## config.mk

```make
export PLATFORM = sky130hd
export DESIGN_NAME = pin_function_mux
export DESIGN_NICKNAME = d
export VERILOG_FILES = /design/src/pin_mux_pkg.sv /design/src/pin_function_mux.sv
export SDC_FILE = /design/constraint.sdc
export NUM_CORES = 1
export LEC_CHECK = 0
export BUFFER_PORTS_ARGS = -buffer_cell sky130_fd_sc_hd__buf_4
export CORE_MARGIN = 1
export CORE_UTILIZATION = 51
export CTS_BUF_LIST = sky130_fd_sc_hd__clkbuf_16
export CTS_CLUSTER_DIAMETER = 80
export DETAILED_ROUTE_END_ITERATION = 12
export PLACE_DENSITY = 0.9
export SLEW_MARGIN = 20
export SYNTH_ARGS = -nofsm -noshare
export SYNTH_HDL_FRONTEND = slang
export SYNTH_SLANG_ARGS = --single-unit
```

## constraint.sdc

```tcl
create_clock -name pclk -period 1.5 [get_ports pclk]
set_input_delay 0.075 -clock pclk [delete_from_list [all_inputs] [get_ports pclk]]
set_output_delay 0.075 -clock pclk [all_outputs]
set_load 0.01 [all_outputs]
```

## src/pin_mux_pkg.sv

```systemverilog
package pin_mux_pkg;

  // register byte offsets, one aligned word each
  localparam logic [5:0] OFF_PD_LOW   = 6'h00;
  localparam logic [5:0] OFF_PD_HIGH  = 6'h04;
  localparam logic [5:0] OFF_PE_LOW   = 6'h08;
  localparam logic [5:0] OFF_PE_HIGH  = 6'h0C;
  localparam logic [5:0] OFF_PF_LOW   = 6'h10;
  localparam logic [5:0] OFF_PF_HIGH  = 6'h14;
  localparam logic [5:0] OFF_PG_LOW   = 6'h18;
  localparam logic [5:0] OFF_PG_HIGH  = 6'h1C;
  localparam logic [5:0] OFF_TCLK     = 6'h20;
  localparam logic [5:0] OFF_TCAP     = 6'h24;
  localparam logic [5:0] OFF_SERIRQ   = 6'h28;
  localparam logic [5:0] OFF_PTUPPER  = 6'h2C;
  localparam logic [5:0] OFF_UARTRX   = 6'h30;

  localparam int unsigned NUM_REGS = 13;
  localparam int unsigned NUM_SEL  = 8;

  // register indices
  localparam logic [3:0] IDX_PD_LOW  = 4'h0;
  localparam logic [3:0] IDX_PD_HIGH = 4'h1;
  localparam logic [3:0] IDX_PE_HIGH = 4'h3;
  localparam logic [3:0] IDX_PF_LOW  = 4'h4;
  localparam logic [3:0] IDX_PF_HIGH = 4'h5;
  localparam logic [3:0] IDX_PG_LOW  = 4'h6;
  localparam logic [3:0] IDX_PG_HIGH = 4'h7;
  localparam logic [3:0] IDX_TCLK    = 4'h8;
  localparam logic [3:0] IDX_TCAP    = 4'h9;
  localparam logic [3:0] IDX_SERIRQ  = 4'hA;
  localparam logic [3:0] IDX_PTUPPER = 4'hB;
  localparam logic [3:0] IDX_UARTRX  = 4'hC;

  localparam logic [7:0] REG_RESET = 8'h00;

  // implemented-bit masks per register index
  localparam logic [7:0] MASK_FULL   = 8'hFF;
  localparam logic [7:0] MASK_PDHIGH = 8'h3F;
  localparam logic [7:0] MASK_IFS7   = 8'h7F;
  localparam logic [7:0] MASK_UARTRX = 8'h03;

  // one nibble per pin (D0 lowest, G7 highest); bit c set when code c is GPIO
  localparam logic [127:0] GPIO_CODES =
    128'h33337777_11371311_33371113_11111111;

  // routing bit positions
  localparam int unsigned B_ST0  = 0;
  localparam int unsigned B_ST1  = 1;
  localparam int unsigned B_ST2  = 2;
  localparam int unsigned B_PT0  = 3;
  localparam int unsigned B_PT1  = 4;
  localparam int unsigned B_PT2  = 5;
  localparam int unsigned B_PT3  = 6;
  localparam int unsigned B_INT0 = 0;
  localparam int unsigned B_INT1 = 1;
  localparam int unsigned B_INT2 = 2;
  localparam int unsigned B_INT3 = 3;
  localparam int unsigned B_SCK  = 4;
  localparam int unsigned B_SDI  = 5;
  localparam int unsigned B_SCS  = 6;
  localparam int unsigned B_PC4  = 0;
  localparam int unsigned B_PC5  = 1;
  localparam int unsigned B_PC6  = 2;
  localparam int unsigned B_PK6  = 6;
  localparam int unsigned B_PK7  = 7;
  localparam int unsigned B_RX0  = 0;
  localparam int unsigned B_RX1  = 1;

  // pin levels entering the block, one byte per port
  typedef struct packed {
    logic [7:0] pa;
    logic [7:0] pb;
    logic [7:0] pc;
    logic [7:0] pd;
    logic [7:0] pf;
  } pins_s;

  // routed peripheral inputs
  typedef struct packed {
    logic [2:0] st_clk;
    logic [3:0] pt_clk_lo;
    logic [1:0] pt_clk_hi;
    logic [2:0] st_cap;
    logic [3:0] pt_cap_lo;
    logic [2:0] pt_cap_hi;
    logic       scs_in;
    logic       sdi_in;
    logic       sck_in;
    logic [3:0] ext_irq;
    logic [1:0] uart_rx;
  } route_s;

endpackage : pin_mux_pkg

```

## src/pin_function_mux.sv

```systemverilog
// Decided for this implementation: the register addresses and the APB register port.
`timescale 1ns/100ps
`default_nettype none
module pin_function_mux #(
  parameter int unsigned ADDR_W = 12
) (
  // clock, reset, enable
  input  wire logic                pclk,
  input  wire logic                presetn,
  input  wire logic                ce,
  // apb slave
  input  wire logic                psel,
  input  wire logic                penable,
  input  wire logic                pwrite,
  input  wire logic [ADDR_W-1:0]   paddr,
  input  wire logic [31:0]         pwdata,
  input  wire logic [3:0]          pstrb,
  output logic                     pready,
  output logic                     pslverr,
  output logic [31:0]              prdata,
  // pin levels
  input  wire pin_mux_pkg::pins_s  pins,
  // pin function selection
  output logic [63:0]              pin_code,
  output logic [31:0]              pin_gpio,
  output logic                     config_fault,
  // routed peripheral inputs
  output pin_mux_pkg::route_s      route
);
  import pin_mux_pkg::*;

  // elaboration check: decoder needs bits above the word index to test for zero
  if (ADDR_W < 7) begin : g_bad_addr
    $error("ADDR_W must be at least 7");
  end

  logic [7:0]  regs_reg [NUM_REGS];
  logic [31:0] prdata_reg;
  logic [31:0] gpio_reg;
  logic [31:0] gpio_next;
  route_s      route_reg;
  route_s      route_next;
  logic        fault_reg;
  logic        fault_next;

  // address decode: aligned, in range, upper bits clear
  wire  [3:0]  reg_idx   = paddr[5:2];
  wire         addr_ok   = (paddr[1:0] == 2'b00) && (reg_idx < 4'(NUM_REGS))
                           && (paddr[ADDR_W-1:6] == '0);
  wire         setup_ph  = psel && !penable;
  wire         access_ph = psel && penable;
  wire         wr_take   = access_ph && pwrite && addr_ok && ce && pstrb[0];

  // wait states come only from a frozen clock enable
  assign pready  = ce;
  assign pslverr = access_ph && !addr_ok;
  assign prdata  = prdata_reg;

  // per-register mask of implemented bits
  function automatic logic [7:0] impl_mask(input logic [3:0] idx);
    logic [7:0] m;
    m = MASK_FULL;
    if (idx == IDX_PD_HIGH) m = MASK_PDHIGH;
    if (idx == IDX_TCLK || idx == IDX_TCAP || idx == IDX_SERIRQ) m = MASK_IFS7;
    if (idx == IDX_UARTRX) m = MASK_UARTRX;
    return m;
  endfunction : impl_mask

  wire  [7:0]  rd_byte = addr_ok ? (regs_reg[reg_idx] & impl_mask(reg_idx)) : 8'h00;

  // register file, byte lane 0 only
  // all zero at reset
  genvar r;
  for (r = 0; r < NUM_REGS; r++) begin : g_regs
    always_ff @(posedge pclk or negedge presetn) begin
      if (!presetn) begin
        regs_reg[r] <= REG_RESET;
      end else if (wr_take && reg_idx == 4'(r)) begin
        regs_reg[r] <= pwdata[7:0] & impl_mask(4'(r));
      end
    end
  end

  // read data sampled in setup so it is stable through access
  always_ff @(posedge pclk or negedge presetn) begin
    if (!presetn) begin
      prdata_reg <= 32'h0000_0000;
    end else if (ce && setup_ph && !pwrite) begin
      prdata_reg <= {24'h00_0000, rd_byte};
    end
  end

  // per pin GPIO decode from its two-bit code
  // per-pin tables
  genvar p;
  for (p = 0; p < 32; p++) begin : g_pin
    wire [1:0] code = regs_reg[p / 4][2 * (p % 4) +: 2];
    assign gpio_next[p] = GPIO_CODES[4 * p + int'(code)];
    assign pin_code[2 * p +: 2] = code;
  end

  // reserved codes: port E lines 5-7 at 10, and reserved periodic timer 1-3 clock routes
  // reserved code flagged
  wire [7:0] pe_hi = regs_reg[IDX_PE_HIGH];
  wire       pe_res = (pe_hi[7:6] == 2'b10) || (pe_hi[5:4] == 2'b10)
                      || (pe_hi[3:2] == 2'b10);
  wire [7:0] tclk = regs_reg[IDX_TCLK];
  wire       rt_res = !tclk[B_PT3] || !tclk[B_PT2] || tclk[B_PT1];
  assign fault_next = pe_res || rt_res;

  wire [7:0] tcap = regs_reg[IDX_TCAP];
  wire [7:0] sirq = regs_reg[IDX_SERIRQ];
  wire [7:0] ptup = regs_reg[IDX_PTUPPER];
  wire [7:0] urx  = regs_reg[IDX_UARTRX];

  // timer clock routing; an invalid choice feeds a constant low
  // timer clock sources
  assign route_next.st_clk[0]    = tclk[B_ST0] ? 1'b0 : pins.pc[7];
  assign route_next.st_clk[1]    = tclk[B_ST1] ? pins.pb[7] : pins.pd[1];
  assign route_next.st_clk[2]    = tclk[B_ST2] ? pins.pb[0] : pins.pf[6];
  assign route_next.pt_clk_lo[0] = tclk[B_PT0] ? pins.pf[4] : pins.pc[3];
  assign route_next.pt_clk_lo[1] = tclk[B_PT1] ? 1'b0 : pins.pc[5];
  assign route_next.pt_clk_lo[2] = tclk[B_PT2] ? pins.pb[2] : 1'b0;
  assign route_next.pt_clk_lo[3] = tclk[B_PT3] ? pins.pb[1] : 1'b0;

  // capture input routing
  // capture sources
  assign route_next.st_cap[0]    = tcap[B_ST0] ? 1'b0 : pins.pc[6];
  assign route_next.st_cap[1]    = tcap[B_ST1] ? pins.pb[6] : pins.pd[0];
  assign route_next.st_cap[2]    = tcap[B_ST2] ? pins.pf[7] : pins.pd[6];
  assign route_next.pt_cap_lo[0] = tcap[B_PT0] ? pins.pf[5] : pins.pc[2];
  assign route_next.pt_cap_lo[1] = tcap[B_PT1] ? 1'b0 : pins.pc[4];
  assign route_next.pt_cap_lo[2] = tcap[B_PT2] ? pins.pb[3] : 1'b0;
  assign route_next.pt_cap_lo[3] = tcap[B_PT3] ? pins.pb[2] : 1'b0;

  // serial interface and interrupt routing
  // serial input sources
  assign route_next.scs_in  = sirq[B_SCS] ? 1'b0 : pins.pa[1];
  assign route_next.sdi_in  = sirq[B_SDI] ? pins.pf[2] : pins.pa[4];
  assign route_next.sck_in  = sirq[B_SCK] ? 1'b0 : pins.pa[5];
  assign route_next.ext_irq[0] = sirq[B_INT0] ? pins.pa[6] : pins.pa[1];
  assign route_next.ext_irq[1] = sirq[B_INT1] ? pins.pa[7] : pins.pa[3];
  assign route_next.ext_irq[2] = sirq[B_INT2] ? pins.pd[0] : pins.pa[4];
  assign route_next.ext_irq[3] = sirq[B_INT3] ? pins.pc[7] : pins.pa[5];

  // upper periodic timer routing; lines 4 and 5 clocks and 7 capture unrouted
  // upper periodic sources
  assign route_next.pt_clk_hi[0] = ptup[B_PK6] ? pins.pc[2] : pins.pf[2];
  assign route_next.pt_clk_hi[1] = ptup[B_PK7] ? pins.pc[4] : 1'b0;
  assign route_next.pt_cap_hi[0] = ptup[B_PC4] ? 1'b0 : pins.pc[3];
  assign route_next.pt_cap_hi[1] = ptup[B_PC5] ? 1'b0 : pins.pc[5];
  assign route_next.pt_cap_hi[2] = ptup[B_PC6] ? 1'b0 : pins.pc[7];

  // uart receive routing
  // uart receive sources
  assign route_next.uart_rx[0] = urx[B_RX0] ? 1'b0 : pins.pa[6];
  assign route_next.uart_rx[1] = urx[B_RX1] ? pins.pf[6] : pins.pd[1];

  // outputs registered; one cycle from pin to peripheral
  always_ff @(posedge pclk or negedge presetn) begin
    if (!presetn) begin
      route_reg <= '0;
      gpio_reg  <= 32'hFFFF_FFFF;
      fault_reg <= 1'b0;
    end else if (ce) begin
      route_reg <= route_next;
      gpio_reg  <= gpio_next;
      fault_reg <= fault_next;
    end
  end

  assign route        = route_reg;
  assign pin_gpio     = gpio_reg;
  assign config_fault = fault_reg;

  // port G, one check per line, lines g and g+4 in each loop step
  for (genvar g = 0; g < 4; g++) begin : g_pg_chk

  end
endmodule : pin_function_mux
`default_nettype wire

```

After elaboration in Yosys (flattened, before gate mapping). Memory sizes are Yosys's and may differ from the RTL's. A register that Yosys moved wholly into a read port is not among the register bits. Index checks and enable logic that the tools add are counted. W data, S select, Z words.

Bits in read-only memories: 3840. Memories kept: 30. Logic and storage cells: 303. Register bits: 161. Memory bits (writable): 0. Latch bits: 0.

Div/mod/pow operators: 0. Reduce and logical (&&, ||, !) cells: 69. Bitwise gates (word level): 2. $lt $le $gt $ge: 33. Add/sub/neg operators: 30. Shifts and indexed selects: 0. $mul: 0. Equality and inequality tests: 15. Multiplexer cells: 97.

Memory list: (no name shown) (words 128, width 1, read ports 1, clocked after Yosys merged registers in 1, wr ports 0, RTL line pin_function_mux.sv:98) `assign gpio_next[p] = GPIO_CODES[4 * p + int'(code)];`; (no name shown) (words 128, width 1, read ports 1, clocked after Yosys merged registers in 1, wr ports 0, RTL line pin_function_mux.sv:98); (no name shown) (words 128, width 1, read ports 1, clocked after Yosys merged registers in 1, wr ports 0, RTL line pin_function_mux.sv:98); (no name shown) (words 128, width 1, read ports 1, clocked after Yosys merged registers in 1, wr ports 0, RTL line pin_function_mux.sv:98); (no name shown) (words 128, width 1, read ports 1, clocked after Yosys merged registers in 1, wr ports 0, RTL line pin_function_mux.sv:98); (no name shown) (words 128, width 1, read ports 1, clocked after Yosys merged registers in 1, wr ports 0, RTL line pin_function_mux.sv:98); +24 memories.

Operator list (count): $add A7 B2 Y8 const A (16); $lt A8 B8 Y1 const B (16); $mux W1 (89); $lt A7 B8 Y1 const B (8); $add A6 B2 Y7 const A (8); $mux W8 (6); $logic_not A1 Y1 (35); $bmux W8 S4 (1); $logic_and A1 B1 Y1 (24); $lt A6 B8 Y1 const B (3); $eq A4 B4 Y1 const B (5); $add A5 B2 Y6 const A (3); $eq A4 B3 Y1 const B (4); $lt A5 B8 Y1 const B (2); $add A4 B2 Y5 const A (2); $and A8 B8 Y8 (1); $eq A4 B2 Y1 const B (2); $lt A2 B8 Y1 const B (1); $lt A4 B8 Y1 const B (1); $logic_or A1 B1 Y1 (7); $eq A2 B2 Y1 const B (3); $logic_not A6 Y1 (1); $ge A5 B5 Y1 const B (1); $not A4 Y5 (1); other kinds (6) (6).

Logic depth before layout (Yosys ltp). Gate-level depths: netlist (run 1).

Depth in word-level cells: 7. Gate-level depth with buffers: 6. Mapped depth without buffers: 4.

Least setup slack after synthesis (run 1). OpenSTA, ideal clock, no wires.

Path kind: input -> register. Start point: input paddr[9]. End point: register regs_reg (netlist bit pe_hi[0]). Data required time: 1.375 ns. Stages: 6. Setup slack: -0.867 ns. Library setup time: 0.125 ns. Path buffers: 2. Data arrival time: 2.242 ns. Cell sequence: or4_1 > buf_2 > or4_4 > buf_6 > nor4_4 > mux2_2.

Cells in the longest elaborated chain, start to end: 6.

Ends and longest elaborated chain: from (decl) (RTL line pin_function_mux.sv:15) `input wire logic [ADDR_W-1:0] paddr,`; $logic_not A6 Y1 (RTL line pin_function_mux.sv:49) `&& (paddr[ADDR_W-1:6] == '0);`; $logic_and A1 B1 Y1 (RTL line pin_function_mux.sv:49); $logic_and A1 B1 Y1 (3 in series) (RTL line pin_function_mux.sv:52) `wire wr_take = access_ph && pwrite && addr_ok && ce && pstrb[0];`; $logic_and A1 B1 Y1 (RTL line pin_function_mux.sv:78) `end else if (wr_take && reg_idx == 4'(r)) begin`; to (signal, indexed assignment) (RTL line pin_function_mux.sv:79) `regs_reg[r] <= pwdata[7:0] & impl_mask(4'(r));`; to (decl) (RTL line pin_function_mux.sv:37) `logic [7:0] regs_reg [NUM_REGS];`.

No other way between the ends. A chain may end at the register's enable or synchronous reset.

Worst setup path in the final report (run 1).
Start point: input paddr[10]. End point: register regs_reg (netlist bit pin_code[4]).

The elaborated chain is that of the path after synthesis.

==> impl_metrics.env, run 1 <==
export IMPL_status="complete, but fails checks"
export IMPL_violations="negative setup slack"
export IMPL_setup_slack_ns=-0.4652
export IMPL_synth_area_per_cell_um2=12.88
export IMPL_firstDrtPassIters=5
export IMPL_worstMarginPinSlew_ns=0.5013
export IMPL_io_pins=253
export IMPL_ys_top_cells_by_area="dfrtp_1 (43%), mux2_2 (15%), dfstp_2 (11%), mux4_2 (5.4%), mux2i_1 (4.4%)"
export IMPL_first_iter_violations=446
export IMPL_setup_viol=96
export IMPL_gr_total_overflow=0
export IMPL_async_flop_share_pct=100.0
export IMPL_core_area_um2=14480
export IMPL_cp_max_fo=8
export IMPL_nets=942
export IMPL_wl_per_cell_um=21.44
export IMPL_diodes=0
export IMPL_r2r_end="prdata[6]"
export IMPL_crit_path_end_kind="flip-flop"
export IMPL_p_per_area_nw_per_um2=919.0
export IMPL_grt_pass1_vias=5972
export IMPL_reg2reg_slack_ns=0.04
export IMPL_ys_warn_count=0
export IMPL_crit_chain="buf_6, or4_4, or4_4, or4_1, buf_6, mux2_2"
export IMPL_insertion_delay_ns=0.44
export IMPL_grt_max_degree=74
export IMPL_drt_total_wl_um=22410
export IMPL_r2r_worst_path_cells=4
export IMPL_dr_wl_met3_um=1721
export IMPL_cts_buffers=17
export IMPL_r2r_start="ptup[6]"
export IMPL_cts_root_buf="clkbuf_16"
export IMPL_highest_layer="met4"
export IMPL_area_growth_syn_to_layout_pct=41.19
export IMPL_min_period_over_period_pct=131.0
export IMPL_synth_cells=587
export IMPL_min_period_ns=1.965
export IMPL_grt_antenna_before_repair=0
export IMPL_grt_pass1_wl_um=33730
export IMPL_h_tree_depth=4
export IMPL_startpoint_type="input port"
export IMPL_clk_pin_slew_ns=0.06
export IMPL_fp_dieW_um=123.8
export IMPL_worst_clock_skew_ns=0.006358
export IMPL_hold_class="input port to flip-flop"
export IMPL_largest_reg_flops=54
export IMPL_p_leak_uw=0.005218
export IMPL_die_h_um=123.8
export IMPL_routabilityCongestion=0.9014
export IMPL_dp_cells=974
export IMPL_ys_flop_type="dfrtp_1"
export IMPL_cpPeakStageDelay_ns=0.62
export IMPL_portBuffers=184
export IMPL_utilization_pct=73.73
export IMPL_vias_per_cell=5.680
export IMPL_slowest_stage="or4_4"
export IMPL_ir_worst_vdd_mv=0.7169
export IMPL_yosysSeqAreaShare_pct=53.80
export IMPL_fmax_mhz=508.9
export IMPL_crit_required_ns=1.82
export IMPL_hpwl_um=14820
export IMPL_ys_ff_latch=161
export IMPL_cts_sink_count=161
export IMPL_cts_tree="yes"
export IMPL_critical_path_class="input port to flip-flop"
export IMPL_drc=0
export IMPL_rsz0062_at_grt="true"
export IMPL_final_hold_viol_count=0
export IMPL_postRouteAntennaNets=0
export IMPL_hold_slack_ns=0.01813
export IMPL_synth_top_area_share_pct=43.02
export IMPL_wl_met2_um=10780
export IMPL_ys_types=42
export IMPL_min_path_cells=3
export IMPL_clk_path_buf_depth=2
export IMPL_initial_core_util_pct=52.22
export IMPL_synth_common_cells="dfrtp_1 (130), mux2_2 (101), nor2_1 (41)"
export IMPL_final_layout_size_suffix_gt1_share_pct=53.31
export IMPL_synth_edff_count=0
export IMPL_hold_end="route[4]"
export IMPL_num_rows=44
export IMPL_n_fill_cell=848
export IMPL_track_usage_pct=30.53
export IMPL_fp_dieArea_um2=15320
export IMPL_power_total_uw=9811
export IMPL_drv_cap=0
export IMPL_critPathTopFamily="simple AND/OR/NAND/NOR gates"
export IMPL_critPathBufInv=2
export IMPL_maxSlewViolCount=0
export IMPL_final_cell_count_no_fill=1045
export IMPL_synth_area_um2=7561
export IMPL_yosysMostFrequentCell="dfrtp_1"
export IMPL_arrival_ns=2.28
export IMPL_synth_area_leader_cell="dfrtp_1"
export IMPL_slew_headroom_pct=66.58
export IMPL_hold_start="pins[8]"
export IMPL_wl_met1_um=9196
export IMPL_vias=5936
worst reg2reg max path, stage by stage, from the launching register on:
cell and delay (ns):
dfrtp_1 0.40, mux4_2 0.49, or2_4 0.25, a21oi_2 0.12
o21ai_1 0.08
timing repair:
action,4_1_cts,5_1_grt
hold endpoints to repair,204,0
setup endpoints to repair,95,97
pin swaps,4,7
hold buffers,35,0
gates resized for setup,37,9
gates cloned,0,0
setup buffers,2,3
worst max path at each step:
stage                     startpoint      endpoint  slack (ns)  cells past startpoint
final                      paddr[10]   pin_code[4]       -0.47                      6
after global routing       paddr[10]   pin_code[4]       -0.46                      6
after CTS                  paddr[10]      pe_hi[0]       -0.42                      7
after detailed placement    paddr[1]  pin_code[18]       -0.94                      5
after global placement      paddr[1]  pin_code[21]       -0.89                      5
after floorplan             paddr[9]  pin_code[16]       -0.82                      6
kinds of logic (layout without fill, tap and decap cells):
kind of cell,count (synthesis),count (layout),share of synthesized area [%]
AO/OA/AOI/OAI,56,56,4.567
buffers and inverters,97,346,6.388
flip-flops,161,161,53.80
multiplexers,160,160,26.36
other,2,27,0.09933
AND/OR/NAND/NOR,111,111,8.787
final cells by class:
type                       instances  area [um^2]  area share, %
clock buffer                      17        425.4          3.985
clock inverter                    15        192.7          1.805
inverter                          32        120.1          1.125
multi-input combinational        354         3241          30.36
sequential                       161         4068          38.10
tap                              184        230.2          2.157
timing repair buffer             282         2399          22.47
power breakdown:
group	total [uW]	switching, uW	internal, uW
clock	4520	1750	2770
sequential	4440	34.7	4410
combinational	847	470	377
total	9810	2260	7550
routing by layer:
metal / up-vias / track usage, %
li1: 2548 / -
met2: 324 / 47.95
met4: 0 / 13.25
met3: 57 / 7.601
met5: - / 0
met1: 3007 / 40.30
metrics by stage:
step / worst slack, ns / setup TNS [ns] / instance area, um^2
floorplan: -0.8162 / -67.84 / 7692
global placement: -0.8929 / -80.25 / 9499
detailed placement: -0.9421 / -84.45 / 9499
CTS: -0.4194 / -34.01 / 10620
global route: -0.4593 / -38.26 / 10680
finish: -0.4652 / -37.45 / 10680
placed cells by master, fill, tap and decap left out, types with 2 or more instances in the layout:
cell,Yosys,final
buf_4,29,221
dfrtp_1,130,130
mux2_2,101,77
nor2_1,41,41
dlygate4sd3_1,0,35
mux2i_1,33,33
inv_1,31,32
mux2_4,8,32
dfstp_2,31,31
conb_1,2,27
mux4_2,18,18
clkbuf_16,0,17
o21ai_0,17,16
a21oi_1,17,16
buf_6,1,15
nand2_1,14,14
buf_12,0,11
nand3_1,10,10
nand3b_1,10,10
nor3_1,9,9
nor3_4,8,8
a31oi_1,7,7
or4_4,1,6
nand2b_1,4,4
o211ai_1,4,4
clkinv_4,0,4
bufinv_16,0,4
nor3b_1,2,2
a31o_2,2,2
o41ai_2,0,2
clkinv_2,0,2
clkinv_1,0,2
Power figures use the tool's default switching activity.
==> run 2, diff against run 1 <==
- PLACE_DENSITY: 0.9 -> default
- PLACE_DENSITY_LB_ADDON: default -> 0.3
==> impl_metrics.env, run 2 (synthesis gave the netlist of run 1 again) <==
export IMPL_status="complete, but fails checks"
export IMPL_violations="negative setup slack"
export IMPL_hpwl_um=14670
export IMPL_core_area_um2=14480
export IMPL_fp_dieArea_um2=15320
export IMPL_critical_path_class="input port to flip-flop"
export IMPL_vias_per_cell=5.519
export IMPL_drc=0
export IMPL_grt_pass1_vias=5854
export IMPL_fmax_mhz=519.0
export IMPL_cts_tree="yes"
export IMPL_crit_required_ns=1.82
export IMPL_layout_commonest_cell="buf_4"
export IMPL_p_per_area_nw_per_um2=862.7
export IMPL_portBuffers=184
export IMPL_initial_core_util_pct=52.22
export IMPL_ir_worst_vdd_mv=0.7389
export IMPL_worstMarginPinSlew_ns=0.5158
export IMPL_worst_clock_skew_ns=0.006288
export IMPL_h_tree_depth=4
export IMPL_slew_headroom_pct=65.61
export IMPL_die_h_um=123.8
export IMPL_place_area_um2=9487
export IMPL_setup_tns_final_ns=-34.04
export IMPL_postRouteAntennaNets=0
export IMPL_io_pins=253
export IMPL_cp_max_fo=6
export IMPL_num_rows=44
export IMPL_track_usage_pct=29.05
export IMPL_min_period_over_period_pct=128.5
export IMPL_setup_viol=93
export IMPL_rsz0062_at_grt="true"
export IMPL_hold_class="input port to flip-flop"
export IMPL_gr_total_overflow=0
export IMPL_setup_slack_ns=-0.4268
export IMPL_wl_per_cell_um=20.32
export IMPL_power_total_uw=9142
export IMPL_drt_total_wl_um=21170
export IMPL_grt_max_degree=62
export IMPL_clk_pin_slew_ns=0.06
export IMPL_insertion_delay_ns=0.43
export IMPL_maxSlewViolCount=0
export IMPL_p_leak_uw=0.005185
export IMPL_final_layout_size_suffix_gt1_share_pct=52.21
export IMPL_startpoint_type="input port"
export IMPL_grt_antenna_before_repair=0
export IMPL_final_cell_mix="buf_4 (219), dfrtp_1 (130), mux2_2 (62), mux2_4 (47), nor2_1 (41)"
export IMPL_grt_pass1_wl_um=32270
export IMPL_clk_path_buf_depth=2
export IMPL_first_iter_violations=377
export IMPL_final_cell_area_um2=10600
export IMPL_arrival_ns=2.24
export IMPL_diodes=0
export IMPL_crit_path_end_kind="flip-flop"
export IMPL_fp_dieW_um=123.8
export IMPL_cts_sink_count=161
export IMPL_cts_root_buf="clkbuf_16"
export IMPL_min_period_ns=1.927
export IMPL_nets=939
export IMPL_firstDrtPassIters=4
export IMPL_area_growth_syn_to_layout_pct=40.15
export IMPL_largest_reg_flops=54
export IMPL_drv_cap=0
export IMPL_final_hold_viol_count=0
export IMPL_dp_slack_ns=-0.9219
export IMPL_vias=5751
export IMPL_routabilityCongestion=0.9109
export IMPL_cts_buffers=17
## run 2: cell types whose count changed in the layout (fill, tap and decap cells not counted), sizes merged
cell,previous run,this run
inv,34,39
buf,247,244
bufinv,4,1
clkinv,8,6
## run 2: stage by stage
stage                     util, %  hold WS [ns]  std cells
after floorplan                 -       -0.2206        612
after global placement      65.52       0.01032        974
after detailed placement    65.52       0.01680        974
after CTS                   73.16     0.0005391       1042
after global routing        73.19      0.004395       1042
final                       73.19       0.01515       1042
## run 2: area by class of cell
type | count | area, um^2
Sequential cell | 161 | 4068
Fill cell | 985 | 3882
Multi-Input combinational cell | 354 | 3287
Timing Repair Buffer | 279 | 2376
Clock buffer | 17 | 425.4
Tap cell | 184 | 230.2
Inverter | 32 | 120.1
Clock inverter | 15 | 90.09
## run 2: per-layer routing
| layer | track usage (%) | wire [um] | part of all wire [%] |
|---|---|---|---|
| met3 | 5.678 | 1077 | 5.1 |
| met5 | 0 | 0 | 0 |
| met1 | 39.11 | 9048 | 43 |
| met4 | 11.90 | 598 | 2.8 |
| met2 | 46.28 | 10440 | 49 |
## run 2: critical path, cell delays in order
cell and delay (ns):
buf_4 0.11, or4_4 0.52, or4_4 0.60, or4_4 0.60
mux2_4 0.33
## run 2: worst paths after layout
| path | from | to | slack [ns] | depth (start not counted) |
|---|---|---|---|---|
| setup / recovery | paddr[8] | pin_code[13] | -0.43 | 5 |
| hold / removal | pwdata[1] | pin_code[9] | 0.02 | 2 |
| setup reg to reg | ptup[6] | prdata[6] | 0.03 | 4 |
| hold reg to reg | pin_gpio[30] | pin_gpio[30] | 0.47 | 2 |
| max in group asynchronous | presetn | pin_gpio[12] | 0.73 | 3 |
| min in group asynchronous | presetn | route[20] | 0.13 | 2 |
## run 2: what timing repair did
| action | CTS | global route |
|---|---|---|
| buffers inserted | 3 | 0 |
| hold buffers | 35 | 0 |
| resized for setup | 58 | 1 |
| setup endpoints to repair | 96 | 93 |
| pin swaps | 10 | 3 |
| hold endpoints to repair | 196 | 0 |
## run 2: report_power, final
| part | switching, uW | internal (uW) |
|---|---|---|
| logic | 462 | 371 |
| registers | 35.4 | 4410 |
| clock network | 1660 | 2200 |
==> run 3, diff against run 2 <==
- SETUP_SLACK_MARGIN: default -> 0.02
==> impl_metrics.env, run 3 (synthesis gave the netlist of run 1 again) <==
export IMPL_worst_clock_skew_ns=0.006515
export IMPL_num_rows=44
export IMPL_hpwl_um=14880
export IMPL_min_period_over_period_pct=128.0
export IMPL_cp_max_fo=6
export IMPL_swShare_pct=22.70
export IMPL_drt_total_wl_um=21520
export IMPL_gr_total_overflow=0
export IMPL_rsz0062_at_grt="true"
export IMPL_grtUsageMet3_pct=5.815
export IMPL_grt_antenna_before_repair=0
export IMPL_startpoint_type="input port"
export IMPL_power_frac_seq_pct=44.5
export IMPL_fp_dieW_um=123.8
export IMPL_grt_max_degree=51
export IMPL_setup_viol=93
export IMPL_routabilityCongestion=0.9262
export IMPL_cts_buffers=17
export IMPL_cts_root_buf="clkbuf_16"
export IMPL_insertion_delay_ns=0.43
export IMPL_wl_per_cell_um=20.67
export IMPL_clk_pin_slew_ns=0.06
export IMPL_p_int_uw=7717
export IMPL_fmax_mhz=520.7
export IMPL_portBuffers=184
export IMPL_vias=5877
export IMPL_p_per_area_nw_per_um2=930.7
export IMPL_layout_commonest_cell="buf_4"
export IMPL_setup_slack_ns=-0.4205
export IMPL_cts_tree="yes"
export IMPL_track_usage_pct=29.48
export IMPL_die_h_um=123.8
export IMPL_postRouteAntennaNets=0
export IMPL_first_iter_violations=324
export IMPL_n_fill_cell=948
export IMPL_largest_reg_flops=54
export IMPL_drc=0
export IMPL_status="complete, but fails checks"
export IMPL_nets=938
export IMPL_drv_cap=0
export IMPL_dp_slack_ns=-0.9755
export IMPL_final_layout_size_suffix_gt1_share_pct=53.44
export IMPL_cts_sink_count=161
export IMPL_fp_dieArea_um2=15320
export IMPL_power_total_uw=9984
export IMPL_ir_worst_vdd_mv=0.8381
export IMPL_grt_busiest_layer="met2"
export IMPL_arrival_ns=2.24
export IMPL_hold_slack_ns=-0.02390
export IMPL_p_leak_uw=0.005222
export IMPL_hold_class="input port to flip-flop"
export IMPL_min_period_ns=1.920
export IMPL_reg2reg_slack_ns=0.05
export IMPL_area_growth_syn_to_layout_pct=41.87
export IMPL_setup_tns_final_ns=-33.30
export IMPL_diodes=0
export IMPL_crit_path_end_kind="flip-flop"
export IMPL_io_pins=253
export IMPL_maxSlewViolCount=0
export IMPL_core_area_um2=14480
export IMPL_final_hold_viol_count=1
export IMPL_utilization_pct=74.08
export IMPL_h_tree_depth=4
export IMPL_grt_pass1_wl_um=32700
export IMPL_comb_power_share_pct=8.4
export IMPL_initial_core_util_pct=52.22
export IMPL_use_met1_pct=39.21
export IMPL_critical_path_class="input port to flip-flop"
export IMPL_grt_pass1_vias=5909
export IMPL_pwr_share_clk_pct=47.1
export IMPL_violations="negative hold slack, negative setup slack"
export IMPL_clk_path_buf_depth=2
export IMPL_final_cell_mix="buf_4 (221), dfrtp_1 (130), mux2_2 (61), mux2_4 (48), nor2_1 (41)"
export IMPL_vias_per_cell=5.646
export IMPL_p_switching_uw=2266
export IMPL_crit_required_ns=1.82
export IMPL_firstDrtPassIters=5
export IMPL_grt_use_met2_pct=46.84
## run 3: changes by cell type in the layout (fill, tap and decap cells not counted), sizes merged
| cell | change |
|---|---|
| bufinv | +4 |
| clkinv | +3 |
| dlygate4sd3 | -1 |
| inv | -7 |
## run 3: path summary, 6_finish.rpt
| path | startpoint | endpoint | depth (start not counted) |
|---|---|---|---|
| min in group asynchronous | presetn | pin_code[4] | 2 |
| worst min-delay path | pins[8] | route[4] | 3 |
| worst max-delay path | paddr[10] | pin_code[52] | 7 |
| worst min register to register | pin_gpio[28] | pin_gpio[28] | 2 |
| worst max register to register | tclk[6] | prdata[6] | 4 |
| max in group asynchronous | presetn | pin_gpio[3] | 3 |
## run 3: what timing repair did
item | 4_1_cts | 5_1_grt
setup buffers | 1 | 1
hold endpoints to repair | 203 | 0
setup endpoints to repair | 95 | 97
pin swaps | 6 | 8
cloned | 0 | 0
hold buffers | 35 | 0
gates resized for setup | 56 | 5
## run 3: per-stage QoR
step	instances	area, um^2
2_1_floorplan	612	7696
3_3_place_gp	974	9499
3_5_place_dp	974	9499
4_1_cts	1041	10700
5_1_grt	1041	10730
6_report	1041	10730
## run 3: cell type report
type | count | area (um^2) | share of cell area, %
tap | 184 | 230.2 | 2.146
timing repair buffer | 278 | 2359 | 21.99
clock buffer | 17 | 425.4 | 3.966
sequential | 161 | 4068 | 37.92
inverter | 32 | 120.1 | 1.120
clock inverter | 15 | 216.5 | 2.018
multi-input combinational | 354 | 3308 | 30.84
## run 3: metal layers
layer | vias up | wire length, um
li1 | 2541 | -
met2 | 263 | 10660
met1 | 3016 | 8856
met4 | 0 | 697
met5 | - | 0
met3 | 57 | 1306
## run 3: power groups by stage
stage               sequential (uW)  clock, uW  combinational (uW)
floorplan                      4540          0                 336
global placement               4510          0                 727
detailed placement             4520          0                 747
CTS                            4440       4760                 836
global route                   4440       4930                 915
finish                         4440       4700                 842
## run 3: worst max-delay path, cell delays in order
cell    delay [ns]
buf_6         0.09
or4_4         0.54
or4_4         0.61
buf_8         0.18
nor3_4        0.27
buf_12        0.18
mux2_4        0.30
